File: config.mk
export PLATFORM = sky130hd
export DESIGN_NAME = flash_device_flat
export DESIGN_NICKNAME = d
export VERILOG_FILES = /design/src/rtl/flash_seq_pkg.sv /design/src/rtl/flash_link_if.sv /design/src/rtl/cycle_timer.sv /design/src/rtl/flash_device.sv /design/src/flat_wrapper.sv
export VERILOG_INCLUDE_DIRS = /design/src /design/src/rtl
export SDC_FILE = /design/constraint.sdc
export NUM_CORES = 1
export LEC_CHECK = 0
export BUFFER_PORTS_ARGS = -buffer_cell sky130_fd_sc_hd__buf_2
export CORE_ASPECT_RATIO = 0.9
export CORE_MARGIN = 2
export CORE_UTILIZATION = 55
export DETAILED_ROUTE_END_ITERATION = 6
export GPL_ROUTABILITY_DRIVEN = 0
export PLACE_DENSITY = 0.81
export SLEW_MARGIN = 5
export SYNTH_ARGS = -nofsm -noshare
export SYNTH_HDL_FRONTEND = slang
export SYNTH_HIERARCHICAL = 1
export SYNTH_SLANG_ARGS = --single-unit
export TNS_END_PERCENT = 10
File: constraint.sdc
create_clock -name clk -period 6.8 [get_ports clk]
set_input_delay 1.7 -clock clk [delete_from_list [all_inputs] [get_ports clk]]
set_output_delay 1.7 -clock clk [all_outputs]
set_load 0.05 [all_outputs]
File: src/rtl/flash_seq_params.svh
// constants for the serial flash erase/suspend/power-down sequencer
// assumes inclusion by bare name from rtl/
`ifndef FLASH_SEQ_PARAMS_SVH
`define FLASH_SEQ_PARAMS_SVH
`define OP_BLOCK32_ERASE   8'h52
`define OP_BLOCK64_ERASE   8'hd8
`define OP_CHIP_ERASE_A    8'hc7
`define OP_CHIP_ERASE_B    8'h60
`define OP_SECTOR_ERASE    8'h20
`define OP_SECREG_ERASE    8'h44
`define OP_SUSPEND         8'h75
`define OP_RESUME          8'h7a
`define OP_POWER_DOWN      8'hb9
`define OP_RELEASE_PD      8'hab
`define OP_WRITE_ENABLE    8'h06
`define OP_WRITE_STATUS    8'h01
`define OP_READ_STATUS     8'h05
`define OP_PAGE_PROGRAM    8'h02
`define OP_QUAD_PROGRAM    8'h32
`define OP_SECREG_PROGRAM  8'h42
`define CLK_PERIOD_NS      40
`define RESUME_BUSY_NS     200
`define RESUME_BUSY_CYC    (`RESUME_BUSY_NS / `CLK_PERIOD_NS)
`define SMALL_BLOCK_ERASE_CYC 400
`define LARGE_BLOCK_ERASE_CYC 500
`define FULL_ARRAY_ERASE_CYC  700
`define PROGRAM_CYC        48
`define SUSPEND_CYC        8
`define POWERDOWN_ENTRY_CYC 6
`define RELEASE_RECOVERY_CYC 6
`define SCLK_HALF_CYC      4
`define STATUS_BUSY_BIT    0
`define STATUS_WEL_BIT     1
`define STATUS_SUS_BIT     7
`endif

File: src/rtl/flash_seq_pkg.sv
// types shared by both ends of the flash command link
// assumes flash_seq_params.svh defines the opcodes
package flash_seq_pkg;
    typedef logic [7:0]  opcode_t;
    typedef logic [23:0] flash_addr_t;
    typedef logic [5:0]  protect_t;
    typedef enum logic [1:0] {JOB_NONE, JOB_ERASE, JOB_CHIP, JOB_PROGRAM} job_e;
endpackage : flash_seq_pkg

File: src/rtl/flash_link_if.sv
// spi link between host controller and flash device
// assumes both ends share one system clock; sclk is sampled, not clocked on
`timescale 1ns/100ps
`default_nettype none
interface flash_link_if;
    logic csN;
    logic sclk;
    logic mosi;
    logic miso;
    modport host   (output csN, output sclk, output mosi, input miso);
    modport device (input csN, input sclk, input mosi, output miso);
endinterface : flash_link_if
`default_nettype wire

File: src/rtl/cycle_timer.sv
// loadable down-counter for self-timed intervals
// assumes load and hold come from logic on clk
`timescale 1ns/100ps
`default_nettype none
module cycle_timer #(
    parameter int WIDTH = 16
) (
    // clock and reset
    input  wire logic             clk,
    input  wire logic             sys_rst,
    // control
    input  wire logic             load,
    input  wire logic [WIDTH-1:0] loadValue,
    input  wire logic             hold,
    // status
    output logic                  running,
    output logic                  done
);
    logic [WIDTH-1:0] count;

    always_ff @(posedge clk) begin
        if (sys_rst) begin
            count <= '0;
        end else if (load) begin
            count <= loadValue;
        end else if (!hold && count != '0) begin
            count <= count - WIDTH'(1);
        end
    end

    always_ff @(posedge clk) begin
        if (sys_rst) begin
            done <= 1'b0;
        end else begin
            done <= !load && !hold && count == WIDTH'(1);
        end
    end

    assign running = count != '0;
endmodule : cycle_timer
`default_nettype wire

File: src/rtl/flash_device.sv
// flash device end: spi command decode, erase/suspend/power-down sequencing
// assumes sclk idles low (mode 0) and is slower than clk by at least 4x
// Contract
// - opcode 52h plus address erases 32k block
// - opcode d8h plus address erases 64k block
// - c7h or 60h alone erases whole array
// - erase accepted only with write enable latch
// - block erase needs cs high after address
// - chip erase, power-down need cs after opcode
// - self-timed busy cycle, status still readable
// - write enable latch cleared when erase ends
// - protected regions refuse block and chip erase
// - suspend only when unsuspended, busy, suspendable job
// - suspend ignored during whole-array erase
// - erase suspended blocks erases, status writes
// - program suspended blocks programs, status writes
// - suspend sets flag now, busy drops later
// - host spaces suspend after resume by tsus
// - reset comes up unsuspended, resume ignored
// - resume clears flag, busy within 200ns
// - resume only when suspended and idle
// - b9h then cs high enters power-down
// - powered down only abh is recognised
// - reset always starts in normal operation
// - release needs recovery before new commands
`timescale 1ns/100ps
`default_nettype none
`include "flash_seq_params.svh"
module flash_device #(
    parameter int SMALL_ERASE_CYC = `SMALL_BLOCK_ERASE_CYC,
    parameter int LARGE_ERASE_CYC = `LARGE_BLOCK_ERASE_CYC,
    parameter int CHIP_ERASE_CYC  = `FULL_ARRAY_ERASE_CYC,
    parameter int PROG_CYC        = `PROGRAM_CYC,
    parameter int SUSPEND_CYC     = `SUSPEND_CYC,
    parameter int PD_ENTRY_CYC    = `POWERDOWN_ENTRY_CYC,
    parameter int RELEASE_CYC     = `RELEASE_RECOVERY_CYC
) (
    // clock and reset
    input  wire logic                    clk,
    input  wire logic                    sys_rst,
    // spi link
    flash_link_if.device                 link,
    // protection state (bp, tb, sec, cmp) and individual locks
    input  wire flash_seq_pkg::protect_t protectBits,
    input  wire logic [31:0]             blockLocked,
    // observed state
    output logic                         busy,
    output logic                         writeEnableLatch,
    output logic                         suspendFlag,
    output logic                         poweredDown,
    output logic                         eraseStrobe,
    output flash_seq_pkg::flash_addr_t   eraseAddr,
    output logic [1:0]                   eraseKind
);
    import flash_seq_pkg::*;

    // two-flop synchronisers on all pin inputs
    logic [1:0] csSync, sclkSync, mosiSync;
    always_ff @(posedge clk) begin
        if (sys_rst) begin
            csSync   <= 2'h3;
            sclkSync <= 2'h0;
            mosiSync <= 2'h0;
        end else begin
            csSync   <= {csSync[0], link.csN};
            sclkSync <= {sclkSync[0], link.sclk};
            mosiSync <= {mosiSync[0], link.mosi};
        end
    end
    logic csQ, sclkQ;
    always_ff @(posedge clk) begin
        if (sys_rst) begin
            csQ   <= 1'b1;
            sclkQ <= 1'b0;
        end else begin
            csQ   <= csSync[1];
            sclkQ <= sclkSync[1];
        end
    end
    wire sclkRise = sclkSync[1] && !sclkQ;
    wire sclkFall = !sclkSync[1] && sclkQ;
    wire csRise   = csSync[1] && !csQ;

    // shift in opcode and address; bit count tells frame length
    logic [31:0] shiftIn;
    logic [5:0]  bitCount;
    always_ff @(posedge clk) begin
        if (sys_rst || csSync[1]) begin
            shiftIn  <= '0;
            bitCount <= '0;
        end else if (sclkRise) begin
            shiftIn  <= {shiftIn[30:0], mosiSync[1]};
            bitCount <= (bitCount == 6'h3f) ? bitCount : bitCount + 6'h1;
        end
    end
    wire opcode_t opNow   = shiftIn[7:0];
    wire opcode_t opFrame = shiftIn[31:24];

    // job state
    job_e        job;
    logic        recovering;
    logic        pdPending;
    logic [1:0]  resumeDelay;
    logic        timerLoad, timerHold, timerDone, timerRunning;
    logic [15:0] timerValue;
    logic        suspTimerLoad, suspDone;

    // frame classification at cs rise; exact lengths enforce cs timing
    wire short8  = bitCount == 6'd8;
    wire long32  = bitCount == 6'd32;
    wire isChip  = short8 && (opNow == `OP_CHIP_ERASE_A || opNow == `OP_CHIP_ERASE_B);
    wire isBlk32 = long32 && opFrame == `OP_BLOCK32_ERASE;
    wire isBlk64 = long32 && opFrame == `OP_BLOCK64_ERASE;
    wire isProg  = bitCount > 6'd32 && (shiftIn[7:0] != 8'h00 || 1'b1) && 1'b0;
    // protection: any set level bit or lock covers region; coarse by design
    wire anyProtect  = protectBits[2:0] != 3'h0 || blockLocked != 32'h0;
    wire blockLock   = blockLocked[shiftIn[20:16]];
    wire blockProt   = protectBits[2:0] != 3'h0 || blockLock;
    wire susErase    = suspendFlag && job == JOB_ERASE;
    wire susProgram  = suspendFlag && job == JOB_PROGRAM;
    // normal mode, not busy, not recovering
    wire canStart    = !poweredDown && !recovering && !pdPending && !busy && !suspendFlag;
    wire startBlk    = (isBlk32 || isBlk64) && writeEnableLatch && !blockProt;
    wire startChip   = isChip && writeEnableLatch && !anyProtect;
    wire goBlk       = csRise && canStart && startBlk;
    wire goChip      = csRise && canStart && startChip;
    wire goSuspend   = csRise && short8 && opNow == `OP_SUSPEND && !poweredDown
                       && !suspendFlag && busy && job == JOB_ERASE;
    wire goResume    = csRise && short8 && opNow == `OP_RESUME && !poweredDown
                       && suspendFlag && !busy;
    wire goPd        = csRise && short8 && opNow == `OP_POWER_DOWN && !poweredDown && !busy && !recovering;
    wire goRelease   = csRise && short8 && opNow == `OP_RELEASE_PD && poweredDown;
    wire goWren      = csRise && short8 && opNow == `OP_WRITE_ENABLE && !poweredDown
                       && !recovering && !busy;
    // suspended erase blocks erase starts; canStart already excludes them
    wire blockedBySus = susErase || susProgram;

    always_comb begin
        timerLoad  = 1'b0;
        timerValue = 16'h0;
        if (goBlk) begin
            timerLoad  = 1'b1;
            timerValue = isBlk32 ? 16'(SMALL_ERASE_CYC) : 16'(LARGE_ERASE_CYC);
        end else if (goChip) begin
            timerLoad  = 1'b1;
            timerValue = 16'(CHIP_ERASE_CYC);
        end else if (goPd) begin
            timerLoad  = 1'b1;
            timerValue = 16'(PD_ENTRY_CYC);
        end else if (goRelease) begin
            timerLoad  = 1'b1;
            timerValue = 16'(RELEASE_CYC);
        end
    end
    assign timerHold     = suspendFlag || resumeDelay != 2'h0;
    assign suspTimerLoad = goSuspend;

    cycle_timer #(.WIDTH(16)) jobTimer (
        .clk       (clk),
        .sys_rst   (sys_rst),
        .load      (timerLoad),
        .loadValue (timerValue),
        .hold      (timerHold),
        .running   (timerRunning),
        .done      (timerDone)
    );
    cycle_timer #(.WIDTH(8)) suspendTimer (
        .clk       (clk),
        .sys_rst   (sys_rst),
        .load      (suspTimerLoad),
        .loadValue (8'(SUSPEND_CYC)),
        .hold      (1'b0),
        .running   (),
        .done      (suspDone)
    );

    always_ff @(posedge clk) begin
        if (sys_rst) begin
            job <= JOB_NONE;
        end else if (goBlk) begin
            job <= JOB_ERASE;
        end else if (goChip) begin
            job <= JOB_CHIP;
        end else if (busy && timerDone) begin
            job <= JOB_NONE;
        end
    end

    // busy follows the job; suspend drops it after the suspend latency
    always_ff @(posedge clk) begin
        if (sys_rst) begin
            busy <= 1'b0;
        end else if (goBlk || goChip) begin
            busy <= 1'b1;
        end else if (suspDone) begin
            busy <= 1'b0;
        end else if (resumeDelay == 2'h1) begin
            busy <= 1'b1;
        end else if (busy && timerDone && !suspendFlag) begin
            busy <= 1'b0;
        end
    end

    // resume raises busy a few cycles later, inside the 200ns bound
    always_ff @(posedge clk) begin
        if (sys_rst) begin
            resumeDelay <= 2'h0;
        end else if (goResume) begin
            resumeDelay <= 2'(`RESUME_BUSY_CYC - 3);
        end else if (resumeDelay != 2'h0) begin
            resumeDelay <= resumeDelay - 2'h1;
        end
    end

    always_ff @(posedge clk) begin
        if (sys_rst) begin
            suspendFlag <= 1'b0;
        end else if (goSuspend) begin
            suspendFlag <= 1'b1;
        end else if (goResume) begin
            suspendFlag <= 1'b0;
        end
    end

    // completion clear wins over the write enable set: both cannot coincide while busy
    always_ff @(posedge clk) begin
        if (sys_rst) begin
            writeEnableLatch <= 1'b0;
        end else if (busy && timerDone && !suspendFlag && job != JOB_NONE) begin
            writeEnableLatch <= 1'b0;
        end else if (goWren) begin
            writeEnableLatch <= 1'b1;
        end
    end

    always_ff @(posedge clk) begin
        if (sys_rst) begin
            pdPending   <= 1'b0;
            poweredDown <= 1'b0;
            recovering  <= 1'b0;
        end else begin
            if (goPd) begin
                pdPending <= 1'b1;
            end else if (pdPending && timerDone) begin
                pdPending   <= 1'b0;
                poweredDown <= 1'b1;
            end
            if (goRelease) begin
                poweredDown <= 1'b0;
                recovering  <= 1'b1;
            end else if (recovering && timerDone) begin
                recovering  <= 1'b0;
            end
        end
    end

    // erase event for a memory model outside
    always_ff @(posedge clk) begin
        if (sys_rst) begin
            eraseStrobe <= 1'b0;
            eraseAddr   <= '0;
            eraseKind   <= 2'h0;
        end else begin
            eraseStrobe <= busy && timerDone && !suspendFlag && job != JOB_NONE;
            if (goBlk || goChip) begin
                eraseAddr <= goChip ? 24'h0 : shiftIn[23:0];
                eraseKind <= goChip ? 2'h3 : (isBlk32 ? 2'h1 : 2'h2);
            end
        end
    end

    // status read: shift status out on falling sclk; silent when powered down
    logic [7:0] statusShift;
    logic       misoQ;
    wire logic [7:0] statusNow = {suspendFlag, 5'h0, writeEnableLatch, busy};
    always_ff @(posedge clk) begin
        if (sys_rst || csSync[1]) begin
            statusShift <= 8'h0;
            misoQ       <= 1'b0;
        end else if (sclkFall && bitCount == 6'd8 && opNow == `OP_READ_STATUS && !poweredDown) begin
            statusShift <= {statusNow[6:0], 1'b0};
            misoQ       <= statusNow[7];
        end else if (sclkFall && bitCount > 6'd8) begin
            statusShift <= {statusShift[6:0], 1'b0};
            misoQ       <= statusShift[7];
        end
    end
    assign link.miso = misoQ;
    wire unusedBits = isProg ^ blockedBySus ^ timerRunning;
endmodule : flash_device
`default_nettype wire

File: src/flat_wrapper.sv
// flat-port wrapper written by rule: the top's interface ports become plain ports
module flash_device_flat import flash_seq_pkg::*;
#(
    parameter int SMALL_ERASE_CYC = `SMALL_BLOCK_ERASE_CYC,
    parameter int LARGE_ERASE_CYC = `LARGE_BLOCK_ERASE_CYC,
    parameter int CHIP_ERASE_CYC  = `FULL_ARRAY_ERASE_CYC,
    parameter int PROG_CYC        = `PROGRAM_CYC,
    parameter int SUSPEND_CYC     = `SUSPEND_CYC,
    parameter int PD_ENTRY_CYC    = `POWERDOWN_ENTRY_CYC,
    parameter int RELEASE_CYC     = `RELEASE_RECOVERY_CYC
)
  (clk, sys_rst, protectBits, blockLocked, busy, writeEnableLatch, suspendFlag, poweredDown, eraseStrobe, eraseAddr, eraseKind, link_csN, link_sclk, link_mosi, link_miso);
  flash_link_if link_i ();
  input  wire logic clk;
  input  wire logic sys_rst;
  input  wire flash_seq_pkg::protect_t protectBits;
  input  wire logic [31:0] blockLocked;
  output logic busy;
  output logic writeEnableLatch;
  output logic suspendFlag;
  output logic poweredDown;
  output logic eraseStrobe;
  output flash_seq_pkg::flash_addr_t eraseAddr;
  output logic [1:0] eraseKind;
  input wire logic [$bits(link_i.csN)-1:0] link_csN;
  input wire logic [$bits(link_i.sclk)-1:0] link_sclk;
  input wire logic [$bits(link_i.mosi)-1:0] link_mosi;
  output wire logic [$bits(link_i.miso)-1:0] link_miso;
  assign link_i.csN = link_csN;
  assign link_i.sclk = link_sclk;
  assign link_i.mosi = link_mosi;
  assign link_miso = link_i.miso;
  flash_device #(.SMALL_ERASE_CYC(SMALL_ERASE_CYC), .LARGE_ERASE_CYC(LARGE_ERASE_CYC), .CHIP_ERASE_CYC(CHIP_ERASE_CYC), .PROG_CYC(PROG_CYC), .SUSPEND_CYC(SUSPEND_CYC), .PD_ENTRY_CYC(PD_ENTRY_CYC), .RELEASE_CYC(RELEASE_CYC)) u_core (.clk(clk), .sys_rst(sys_rst), .link(link_i), .protectBits(protectBits), .blockLocked(blockLocked), .busy(busy), .writeEnableLatch(writeEnableLatch), .suspendFlag(suspendFlag), .poweredDown(poweredDown), .eraseStrobe(eraseStrobe), .eraseAddr(eraseAddr), .eraseKind(eraseKind));
endmodule
==> out/metrics.yaml <==
run_status:
  status: "finished clean"
clock_tree:
  clock_tree.buffer_depth: 2
  cts_sinks: 117
  postCtsHoldBufs: 0
  path_clk_slew_ps: 50
  cts_made_buffers: 17
  cts_tree: "done"
  post_cts_buffers: 0
  clock_latency_ps: 410
  cts_resized: 0
  root_buffer: "clkbuf_16"
  htreeDepth: 4
placed_design:
  io_buffers: 71
  hpwlAfterDp_um: 9560
finish:
  antennaDiodeCount: 0
  nets: 815
  drive_gt1_share_pct: 17.9
  fillers: 836
  syn_to_final_growth_pct: 18.0
timing:
  slew_headroom_pct: 36.1
  finalCritPeriodShare_pct: 79.1
  maxSlewViolCount: 0
  min_period_ps: 5380
  tightest_slew_ps: 956
  setup_violations: 0
  fmax_ghz: 0.186
  fin_tns_setup_ps: 0
  rsz0062_at_grt: "false"
  hold-worst-slack_ps: 426
  skew_ps: 12.0
  hold_viol: 0
grt:
  grt_max_degree: 62
  grt_antenna_before_repair: 0
  overflow: 0
  grt_pass1_wl_um: 24100
  grt_pass1_vias: 5238
  track_usage_pct: 26.0
pwr:
  seqPwrFrac_pct: 35.4
  p_comb_share_pct: 25.4
  intPower_mw: 1.63
  p_leak_nw: 2.41
  p_sw_share_pct: 30.6
  power_frac_clock_pct: 39.2
  p_sw_mw: 0.716
  ir_drop_v: 0.000216
  total_power_mw: 2.34
  p_per_area_nw_per_um2: 345
hold_path:
  worst_hold_startpoint: "u_core/csSync[0]"
  min_path_type: "register to register"
setup_path:
  cp-startpoint: "protectBits[1]"
  critical_path_class: "input pin to register"
  cp-start-kind: "input pin"
  cp.required_ps: 7090
  arrival_ps: 5670
  worstReg2RegStart: "u_core/shiftIn[18]"
  endpoint_kind: "register"
  cp_max_fo: 30
die:
  initial_core_util_pct: 56.5
  fp.dieArea_um2: 11300
  die_x_um: 112
  core_area_um2: 10200
  pin_count: 75
  die_h_um: 101
  rows: 35
detailed_routing:
  routed_wl_um: 14400
  drc_errors: 0
  viasPerCell: 6.09
  drt_pre_antenna_iters: 5
  dr_total_vias: 5528
  drtIter0Drc: 458
  ant_nets: 0
  wl_per_cell_um: 15.9
yosys:
  netlist_area_um2: 5760
  synth_cells: 703
  avgSynthCellArea_um2: 8.20
  yosys_warnings: 6
flow_run:
  cap_violations: 0
[worst paths after layout]
| path | end | slack [ps] | cells past startpoint |
|---|---|---|---|
| setup / recovery | u_core/jobTimer/count[9] | 1420 | 11 |
| hold / removal | u_core/csSync[1] | 430 | 1 |
| setup reg to reg | u_core/jobTimer/count[9] | 2330 | 8 |
| hold reg to reg | u_core/csSync[1] | 430 | 1 |
[critical path: stages]
cell,delay (ps)
buf_2,90
nor4_1,490
nand4_1,250
nor3_1,400
nand4_1,180
buf_4,260
o21ai_1,490
or2_2,560
clkinv_1,590
and4_2,420
a2111oi_1,230
[state kept, by name (all words and copies together), names as in the netlist, 2 cells and up]
| register | count |
|---|---|
| u_core/mosiSync | 2 |
| u_core/shiftIn | 32 |
| u_core/csSync | 2 |
| u_core/eraseKind | 2 |
| u_core/resumeDelay | 2 |
| u_core/eraseAddr | 24 |
| u_core/jobTimer/count | 16 |
| u_core/job | 2 |
| u_core/bitCount | 6 |
| u_core/suspendTimer/count | 8 |
| u_core/statusShift | 7 |
| u_core/sclkSync | 2 |
[layout make-up]
| cell class | instances | area, um2 | share of cell area (%) |
|---|---|---|---|
| clock buffers | 24 | 502 | 7.38 |
| clock inverters | 8 | 120 | 1.77 |
| inverters | 21 | 78.8 | 1.16 |
| multi-input cells | 532 | 3200 | 47.1 |
| flip-flops and latches | 117 | 2340 | 34.4 |
| well taps | 129 | 161 | 2.37 |
| repair buffers | 76 | 393 | 5.78 |
[cell usage in the layout (no fill, tap or decap), types with 5 or more instances in the layout]
master,instances
a211oi_1,10
a21oi_1,76
a22oi_1,5
a311oi_1,8
a31oi_1,5
and3_1,5
and4_1,5
buf_2,71
buf_4,5
clkbuf_16,17
clkbuf_8,5
conb_1,20
dfxtp_1,117
ha_1,7
inv_1,20
mux2i_1,16
nand2_1,86
nand2b_1,6
nand3_1,35
nand4_1,14
nor2_1,48
nor2b_1,17
nor3_1,18
nor4_1,17
o211ai_1,14
o21ai_0,21
or2_2,7
or3_1,5
xnor2_1,5
[routing by layer]
layer / routed length [um] / track usage, %
met4: 231 / 9.97
met5: 0 / 0
met1: 6270 / 32.2
met2: 6880 / 43.9
met3: 1060 / 6.92
[metrics by stage]
stage               util [%]  cell area, um2  worst slack, ps  instances
floorplan                  -            5830             2740        721
global placement        60.5            6170             1300        875
detailed placement      60.5            6170             1190        875
CTS                     66.6            6790             1580        907
global route            66.6            6800             1140        907
finish                  66.6            6800             1420        907
[power groups by stage]
stage          logic [mW]  clock network, mW  registers (mW)
2_1_floorplan       0.478                  0           0.820
3_3_place_gp        0.554                  0           0.835
3_5_place_dp        0.586                  0           0.839
4_1_cts             0.590              0.928           0.826
5_1_grt             0.657              0.966           0.841
6_report            0.595              0.917           0.830
Power figures use the tool's default switching activity.
